File: config.mk
export PLATFORM = sky130hd
export DESIGN_NAME = rpd_regs
export DESIGN_NICKNAME = d
export VERILOG_FILES = /design/src/rtl/rpd_pkg.sv /design/src/rtl/rpd_regs.sv
export SDC_FILE = /design/constraint.sdc
export NUM_CORES = 1
export LEC_CHECK = 0
export BUFFER_PORTS_ARGS = -buffer_cell sky130_fd_sc_hd__buf_2
export CORE_UTILIZATION = 40
export DETAILED_ROUTE_END_ITERATION = 7
export PLACE_DENSITY = 0.8
export SYNTH_ARGS = -nofsm -noshare
export SYNTH_HDL_FRONTEND = slang
export SYNTH_SLANG_ARGS = --single-unit
File: constraint.sdc
create_clock -name i_mclk -period 3.3 [get_ports i_mclk]
set_input_delay 0.66 -clock i_mclk [delete_from_list [all_inputs] [get_ports i_mclk]]
set_output_delay 0.66 -clock i_mclk [all_outputs]
set_load 0.01 [all_outputs]
File: src/rtl/rpd_pkg.sv
// Package for the receive read-back and power-down register bank
package rpd_pkg;
   // ==========================================================
   // Register addresses
   localparam logic [6:0] RPD_ADDR_RX_CFG = 7'h1d;
   localparam logic [6:0] RPD_ADDR_PWR = 7'h1e;
   // ==========================================================
   // Reset values
   localparam logic [7:0] RPD_RX_CFG_RST = 8'h80;
   localparam logic [7:0] RPD_PWR_RST = 8'h07;
   // ==========================================================
   // Field positions, receiver read-back configuration
   localparam int RPD_SEL_LSB = 0;
   localparam int RPD_SEL_MSB = 2;
   localparam int RPD_CONTINUOUS_READBACK_EN_BIT = 3;
   localparam int RPD_FLAG_BIT = 4;
   localparam int RPD_GPO_BIT = 5;
   localparam int RPD_TRUNC_BIT = 6;
   localparam int RPD_192K_BIT = 7;
   // Field positions, power-down control
   localparam int RPD_PLL_BIT = 0;
   localparam int RPD_RXPD_BIT = 1;
   localparam int RPD_TXPD_BIT = 2;
   localparam int RPD_OSC_BIT = 3;
   localparam int RPD_AIF_BIT = 4;
   localparam int RPD_TRI_BIT = 5;
   // ==========================================================
   // Read-back selector codes
   localparam logic [2:0] RPD_SEL_INT = 3'h0;
   localparam logic [2:0] RPD_SEL_CS1 = 3'h1;
   localparam logic [2:0] RPD_SEL_CS5 = 3'h5;
   localparam logic [2:0] RPD_SEL_RXST = 3'h6;
   localparam int RPD_NUM_CS = 5;

   // Status inputs gathered for read-back
   typedef struct packed {
      logic [7:0] int_status;
      logic [RPD_NUM_CS-1:0][7:0] chan_status;
      logic [7:0] rx_status;
   } rpd_status_type;

   // Controls driven to the rest of the device
   typedef struct packed {
      logic continuous_readback_en;
      logic flagged_audio_en;
      logic rx_pins_as_outputs;
      logic rx_truncation_bypass;
      logic rx_high_rate_en;
      logic pll_power_down;
      logic receiver_power_down;
      logic transmitter_power_down;
      logic oscillator_power_down;
      logic audio_port_power_down;
      logic outputs_high_impedance;
   } rpd_ctrl_type;
endpackage : rpd_pkg

File: src/rtl/rpd_regs.sv
// Receive read-back configuration and power-down control registers
`timescale 1ns/10ps
module rpd_regs (
   // Clock and reset
   input wire logic i_mclk,
   input wire logic i_rst_b,
   // Control interface register access
   input wire logic i_wr_en,
   input wire logic i_rd_en,
   input wire logic [6:0] i_addr,
   input wire logic [7:0] i_wdata,
   output logic [7:0] o_rdata,
   output logic o_rvalid,
   // Status read-back
   input wire rpd_pkg::rpd_status_type i_status,
   input wire logic i_status_rd,
   output logic [7:0] o_status_data,
   output logic o_status_valid,
   // Control outputs
   output rpd_pkg::rpd_ctrl_type o_ctrl,
   output logic [2:0] o_readback_select
);
   import rpd_pkg::*;


   // ==========================================================
   // Sizes of the read-back selector
   // Code count follows from the selector width
   localparam int SEL_W = RPD_SEL_MSB - RPD_SEL_LSB + 1;
   localparam int NUM_CODES = 2 ** SEL_W;

   // ==========================================================
   // Storage
   logic [7:0] rx_cfg_r;
   logic [7:0] pwr_r;
   logic [7:0] rdata_r;
   logic rvalid_r;
   logic [7:0] status_r;
   logic status_valid_r;

   // ==========================================================
   // Combinational values
   logic [7:0] rdata_nxt;
   logic [7:0] status_nxt;
   logic [7:0] pwr_wdata;
   logic [SEL_W-1:0] sel;
   logic wr_rx_cfg;
   logic wr_pwr;
   logic rd_rx_cfg;
   logic rd_pwr;
   // One status byte per selector code
   logic [7:0] status_table [NUM_CODES];
   rpd_ctrl_type ctrl;

   // ==========================================================
   // Address decode
   // Writes land on the register whose address matches
   assign wr_rx_cfg = i_wr_en && (i_addr == RPD_ADDR_RX_CFG);
   assign wr_pwr = i_wr_en && (i_addr == RPD_ADDR_PWR);

   // Reads decode the same addresses
   assign rd_rx_cfg = i_rd_en && (i_addr == RPD_ADDR_RX_CFG);
   assign rd_pwr = i_rd_en && (i_addr == RPD_ADDR_PWR);

   // ==========================================================
   // Power write data
   // Bits above the tri-state control are unused and store zero,
   // so a read of the power register always shows them clear
   always_comb begin
      pwr_wdata = 8'h00;
      pwr_wdata[RPD_TRI_BIT:RPD_PLL_BIT] = i_wdata[RPD_TRI_BIT:RPD_PLL_BIT];
   end

   // ==========================================================
   // Receiver read-back configuration register
   // Selector in the low bits, receive mode controls above it
   always_ff @(posedge i_mclk) begin
      if (!i_rst_b) begin
         // Selector starts on interrupt status, high rate enabled
         rx_cfg_r <= RPD_RX_CFG_RST;
      end else if (wr_rx_cfg) begin
         rx_cfg_r <= i_wdata;
      end
   end

   // ==========================================================
   // Power-down control register
   // A write takes effect on the edge that takes the strobe
   always_ff @(posedge i_mclk) begin
      if (!i_rst_b) begin
         // PLL, receiver and transmitter start powered down
         pwr_r <= RPD_PWR_RST;
      end else if (wr_pwr) begin
         pwr_r <= pwr_wdata;
      end
   end

   // ==========================================================
   // Register read data
   // Unmapped addresses return zero. A write and a read in one
   // cycle return the contents from before the write.
   always_comb begin
      rdata_nxt = 8'h00;
      if (rd_rx_cfg) begin
         rdata_nxt = rx_cfg_r;
      end else if (rd_pwr) begin
         rdata_nxt = pwr_r;
      end
   end

   // Read data holds until the next read
   always_ff @(posedge i_mclk) begin
      if (!i_rst_b) begin
         rdata_r <= 8'h00;
      end else if (i_rd_en) begin
         rdata_r <= rdata_nxt;
      end
   end

   // One-cycle valid pulse, one clock after the read strobe
   always_ff @(posedge i_mclk) begin
      if (!i_rst_b) begin
         rvalid_r <= 1'b0;
      end else begin
         rvalid_r <= i_rd_en;
      end
   end

   // ==========================================================
   // Status read-back table
   assign sel = rx_cfg_r[RPD_SEL_MSB:RPD_SEL_LSB];

   // One entry per selector code
   for (genvar code = 0; code < NUM_CODES; code++) begin : g_status_entry
      if (code == int'(RPD_SEL_INT)) begin : g_int
         // Interrupt status at the lowest code
         assign status_table[code] = i_status.int_status;
      end else if (code >= int'(RPD_SEL_CS1) && code <= int'(RPD_SEL_CS5)) begin : g_chan
         // Channel status one follows interrupt status
         assign status_table[code] = i_status.chan_status[code - int'(RPD_SEL_CS1)];
      end else if (code == int'(RPD_SEL_RXST)) begin : g_rx
         // Receiver status after the channel status bytes
         assign status_table[code] = i_status.rx_status;
      end else begin : g_none
         // Unused top code reads zero
         assign status_table[code] = 8'h00;
      end
   end

   // The selector is looked at on the edge that takes the read
   assign status_nxt = status_table[sel];

   // Status data holds until the next status read
   always_ff @(posedge i_mclk) begin
      if (!i_rst_b) begin
         status_r <= 8'h00;
      end else if (i_status_rd) begin
         status_r <= status_nxt;
      end
   end

   // One-cycle valid pulse, one clock after the status strobe
   always_ff @(posedge i_mclk) begin
      if (!i_rst_b) begin
         status_valid_r <= 1'b0;
      end else begin
         status_valid_r <= i_status_rd;
      end
   end

   // ==========================================================
   // Control levels to the rest of the device
   always_comb begin
      ctrl = '0;
      // Status bytes repeat without a new read command
      ctrl.continuous_readback_en = rx_cfg_r[RPD_CONTINUOUS_READBACK_EN_BIT];
      // Status flags ride along with the audio words
      ctrl.flagged_audio_en = rx_cfg_r[RPD_FLAG_BIT];
      // Receive pins four to seven drive general outputs
      ctrl.rx_pins_as_outputs = rx_cfg_r[RPD_GPO_BIT];
      // Received words keep their full length
      ctrl.rx_truncation_bypass = rx_cfg_r[RPD_TRUNC_BIT];
      // Receiver accepts rates up to the high limit
      ctrl.rx_high_rate_en = rx_cfg_r[RPD_192K_BIT];

      // Power-down controls, all active high
      // Clock generation stops
      ctrl.pll_power_down = pwr_r[RPD_PLL_BIT];
      // Receiver stops
      ctrl.receiver_power_down = pwr_r[RPD_RXPD_BIT];
      // Transmitter stops
      ctrl.transmitter_power_down = pwr_r[RPD_TXPD_BIT];
      // Crystal oscillator stops
      ctrl.oscillator_power_down = pwr_r[RPD_OSC_BIT];
      // Audio data port stops
      ctrl.audio_port_power_down = pwr_r[RPD_AIF_BIT];
      // Every output pin floats
      ctrl.outputs_high_impedance = pwr_r[RPD_TRI_BIT];
   end

   // ==========================================================
   // Outputs
   // Data outputs all come straight from flip-flops
   assign o_rdata = rdata_r;
   assign o_rvalid = rvalid_r;
   assign o_status_data = status_r;
   assign o_status_valid = status_valid_r;
   assign o_readback_select = sel;

   // Controls are plain levels from the register bits
   assign o_ctrl = ctrl;
endmodule : rpd_regs

==> flow_summary.toml <==
[logic_synthesis]
synthCells = 191
synth.distinct_cells = 31
synth_seq_cells = 32
avgSynthCellArea_um2 = 9.51
ys_seq_area_share_pct = 35.3
yosysWarnings = 0
syn_area_mm2 = 0.00182
synth_nets = 267

[drt]
vias = 1874
dr.pass1.iters = 4
vias_per_cell = 5.50
antenna_left = 0
drc = 0
wirelength_um = 4980
wl_per_cell_um = 14.6
drtIter0Drc = 89

[clocking]
clk-insertion-delay-late_ps = 280
clock_path_buffers = 2
clk_pin_slew_worst_paths_ps = 70
postCtsHoldBufs = 0
cts_post_setup_buffers_inserted = 0
cts.sinks = 32
cts_tree = "built"
h-tree-depth = 2
cts_resized = 0
cts_buffers = 5
cts_root_buffer = "clkbuf_8"

[floorplanning]
ioPinCount = 108
core_mm2 = 0.00435
start_util_pct = 41.7
rows = 24
die_x_um = 69.4
die_h_um = 69.4
die-area_mm2 = 0.00481

[worst_setup_path]
critPathRequiredTime_ps = 2640
crit_slowest_cell = "dfxtp_2"
start_kind = "register"
worstPathCellList = "buf_2"
path_delay_family = "flip-flops"
timing.rr.start = "rx_cfg_r[1]"
worstPathArrival_ps = 1440
r2r_slack_ps = 1640
worst_setup_path_end_kind = "primary output"
cp-startpoint = "rx_cfg_r[1]"
critPathKind = "reg2out"
critical_path_depth = 1
critical_path_peak_fanout = 35
endpoint = "o_readback_select[1]"
slowest_delay_ps = 890
r2r_cells = 3
path_buf_inv = 1
reg2reg_to = "o_status_data[0]"

[sta]
fin_crit_sh_pct = 63.8
setup_tns_ps = 0
holdWs_ps = 479
rsz0062_at_grt = "no"
hold_viol = 0
max_freq_ghz = 0.475
timing_worst_slew_pin_value_ps = 868
relSlewSlack_pct = 42.1
setup_violations = 0
finalCriticalPeriod_ps = 2100
fin_skew_ps = 5.48
drv_slew = 0

[global_route]
grt_first_pass_wirelength_um = 8380
grt_max_degree = 36
track_usage_pct = 21.5
antenna_found_initial = 0
grt_pass1_vias = 1825
overflow = 0

[layout]
diodes = 0
fin_util_pct = 55.7
finish.instance_area_mm2 = 0.00243
area.growth.synth_to_final_pct = 33.6
layout.nets = 364
drive_gt1_share_pct = 41.2

[placed_design]
place_congestion = 0.886
portBuffers = 107
placed_cell_area_mm2 = 0.00232
place_hpwl_um = 3730

[power]
powerDensity_mw_per_mm2 = 364
power_mw = 0.883
peakVddDrop_mv = 0.246
total_leakage_power_nw = 1.08

[status]
status = "finished clean"

[hold_path]
min_path_type = "reg2reg"

[flow_run]
drv_cap = 0
[where the power goes]
| group | switching (mW) | internal [mW] | leakage, nW | total, mW |
|---|---|---|---|---|
| registers | 0.00420 | 0.394 | 0.261 | 0.398 |
| clock network | 0.145 | 0.224 | 0.0552 | 0.369 |
| logic | 0.0543 | 0.0619 | 0.762 | 0.116 |
[sequential cells by signal (all words and copies together) (netlist names)]
register and count:
o_status_data 8, o_rvalid 1, o_status_valid 1, o_rdata 8
pwr_r 6, rx_cfg_r 8
[per-stage QoR]
step	instances	setup WS [ps]
detailed placement	333	1280
finish	341	1200
global placement	333	1320
floorplan	191	1840
CTS	341	1170
global route	341	1110
[per-layer routing]
| layer | vias up | share of wire, % | global-route usage, % |
|---|---|---|---|
| met1 | 845 | 43 | 27.8 |
| met5 | - | 0 | 0 |
| met4 | 0 | 0.60 | 5.22 |
| met2 | 97 | 47 | 35.9 |
| li1 | 929 | - | - |
| met3 | 3 | 8.8 | 5.52 |
[cell usage after synthesis]
cell | number | area share [%]
a32o_1 | 6 | 3.3
a22oi_1 | 8 | 3.3
nor2b_1 | 11 | 3.8
nand4bb_1 | 2 | 1.2
a22o_1 | 14 | 6.8
nand3b_1 | 3 | 1.2
nor2_1 | 2 | 0.41
a21boi_1 | 7 | 2.9
buf_1 | 1 | 0.21
clkbuf_1 | 10 | 2.1
and4bb_2 | 1 | 0.69
a221oi_2 | 2 | 1.7
mux2i_1 | 24 | 13
a221oi_1 | 6 | 2.9
nand3_1 | 20 | 5.5
dfxtp_1 | 32 | 35
inv_1 | 1 | 0.21
nand2_1 | 1 | 0.21
buf_8 | 1 | 0.83
nand2b_1 | 8 | 2.8
nand4b_1 | 1 | 0.48
and4b_1 | 2 | 1.1
buf_12 | 1 | 1.1
buf_4 | 2 | 0.83
a21bo_1 | 1 | 0.55
buf_2 | 3 | 0.83
a21boi_0 | 3 | 1.2
and2_1 | 2 | 0.69
o21ai_1 | 2 | 0.55
o21ai_0 | 13 | 3.6
nor4bb_1 | 1 | 0.55
[cell usage in the layout (no fill, tap or decap)]
master	n
and2_1	2
nor2_1	2
o21ai_0	13
clkbuf_1	1
a21bo_1	1
buf_4	1
a22oi_1	8
clkbuf_8	5
a21boi_0	3
a221oi_1	6
and4b_1	2
and4bb_2	1
nand4bb_1	2
inv_1	1
a221oi_2	2
nand3_1	20
mux2i_1	24
nand3b_1	3
o21ai_1	2
dfxtp_2	1
a32o_1	6
nor2b_1	11
nand2_1	1
nor4bb_1	1
clkinv_2	1
nand2b_1	8
a22o_1	14
dfxtp_1	31
buf_2	107
bufinv_16	1
nand4b_1	1
a21boi_1	7
[layout make-up]
type,count,area [µm²]
inverters,1,3.75
clock inverters,2,35.0
clock buffers,6,72.6
multi-input cells,140,1060
fillers,400,1930
repair buffers,108,543
well taps,52,65.1
flip-flops and latches,32,642
[worst min-delay path by stage]
stage,start,endpoint,cells past startpoint,slack (ps)
3_3_place_gp,o_status_data[0],o_status_data[0],1,460
3_5_place_dp,o_rdata[6],o_rdata[6],2,460
4_1_cts,o_rdata[7],o_rdata[7],2,480
2_1_floorplan,o_rdata[6],o_rdata[6],2,490
6_report,o_rdata[7],o_rdata[7],2,480
5_1_grt,o_status_data[6],o_status_data[6],1,510
[kinds of logic after synthesis]
kind of cell,share of synthesized area [%]
AO/OA/AOI/OAI,26.7
buffers and inverters,6.06
flip-flops,35.3
multiplexers,13.2
AND/OR/NAND/NOR,18.7
No activity file was read; power rests on OpenSTA's default activity.
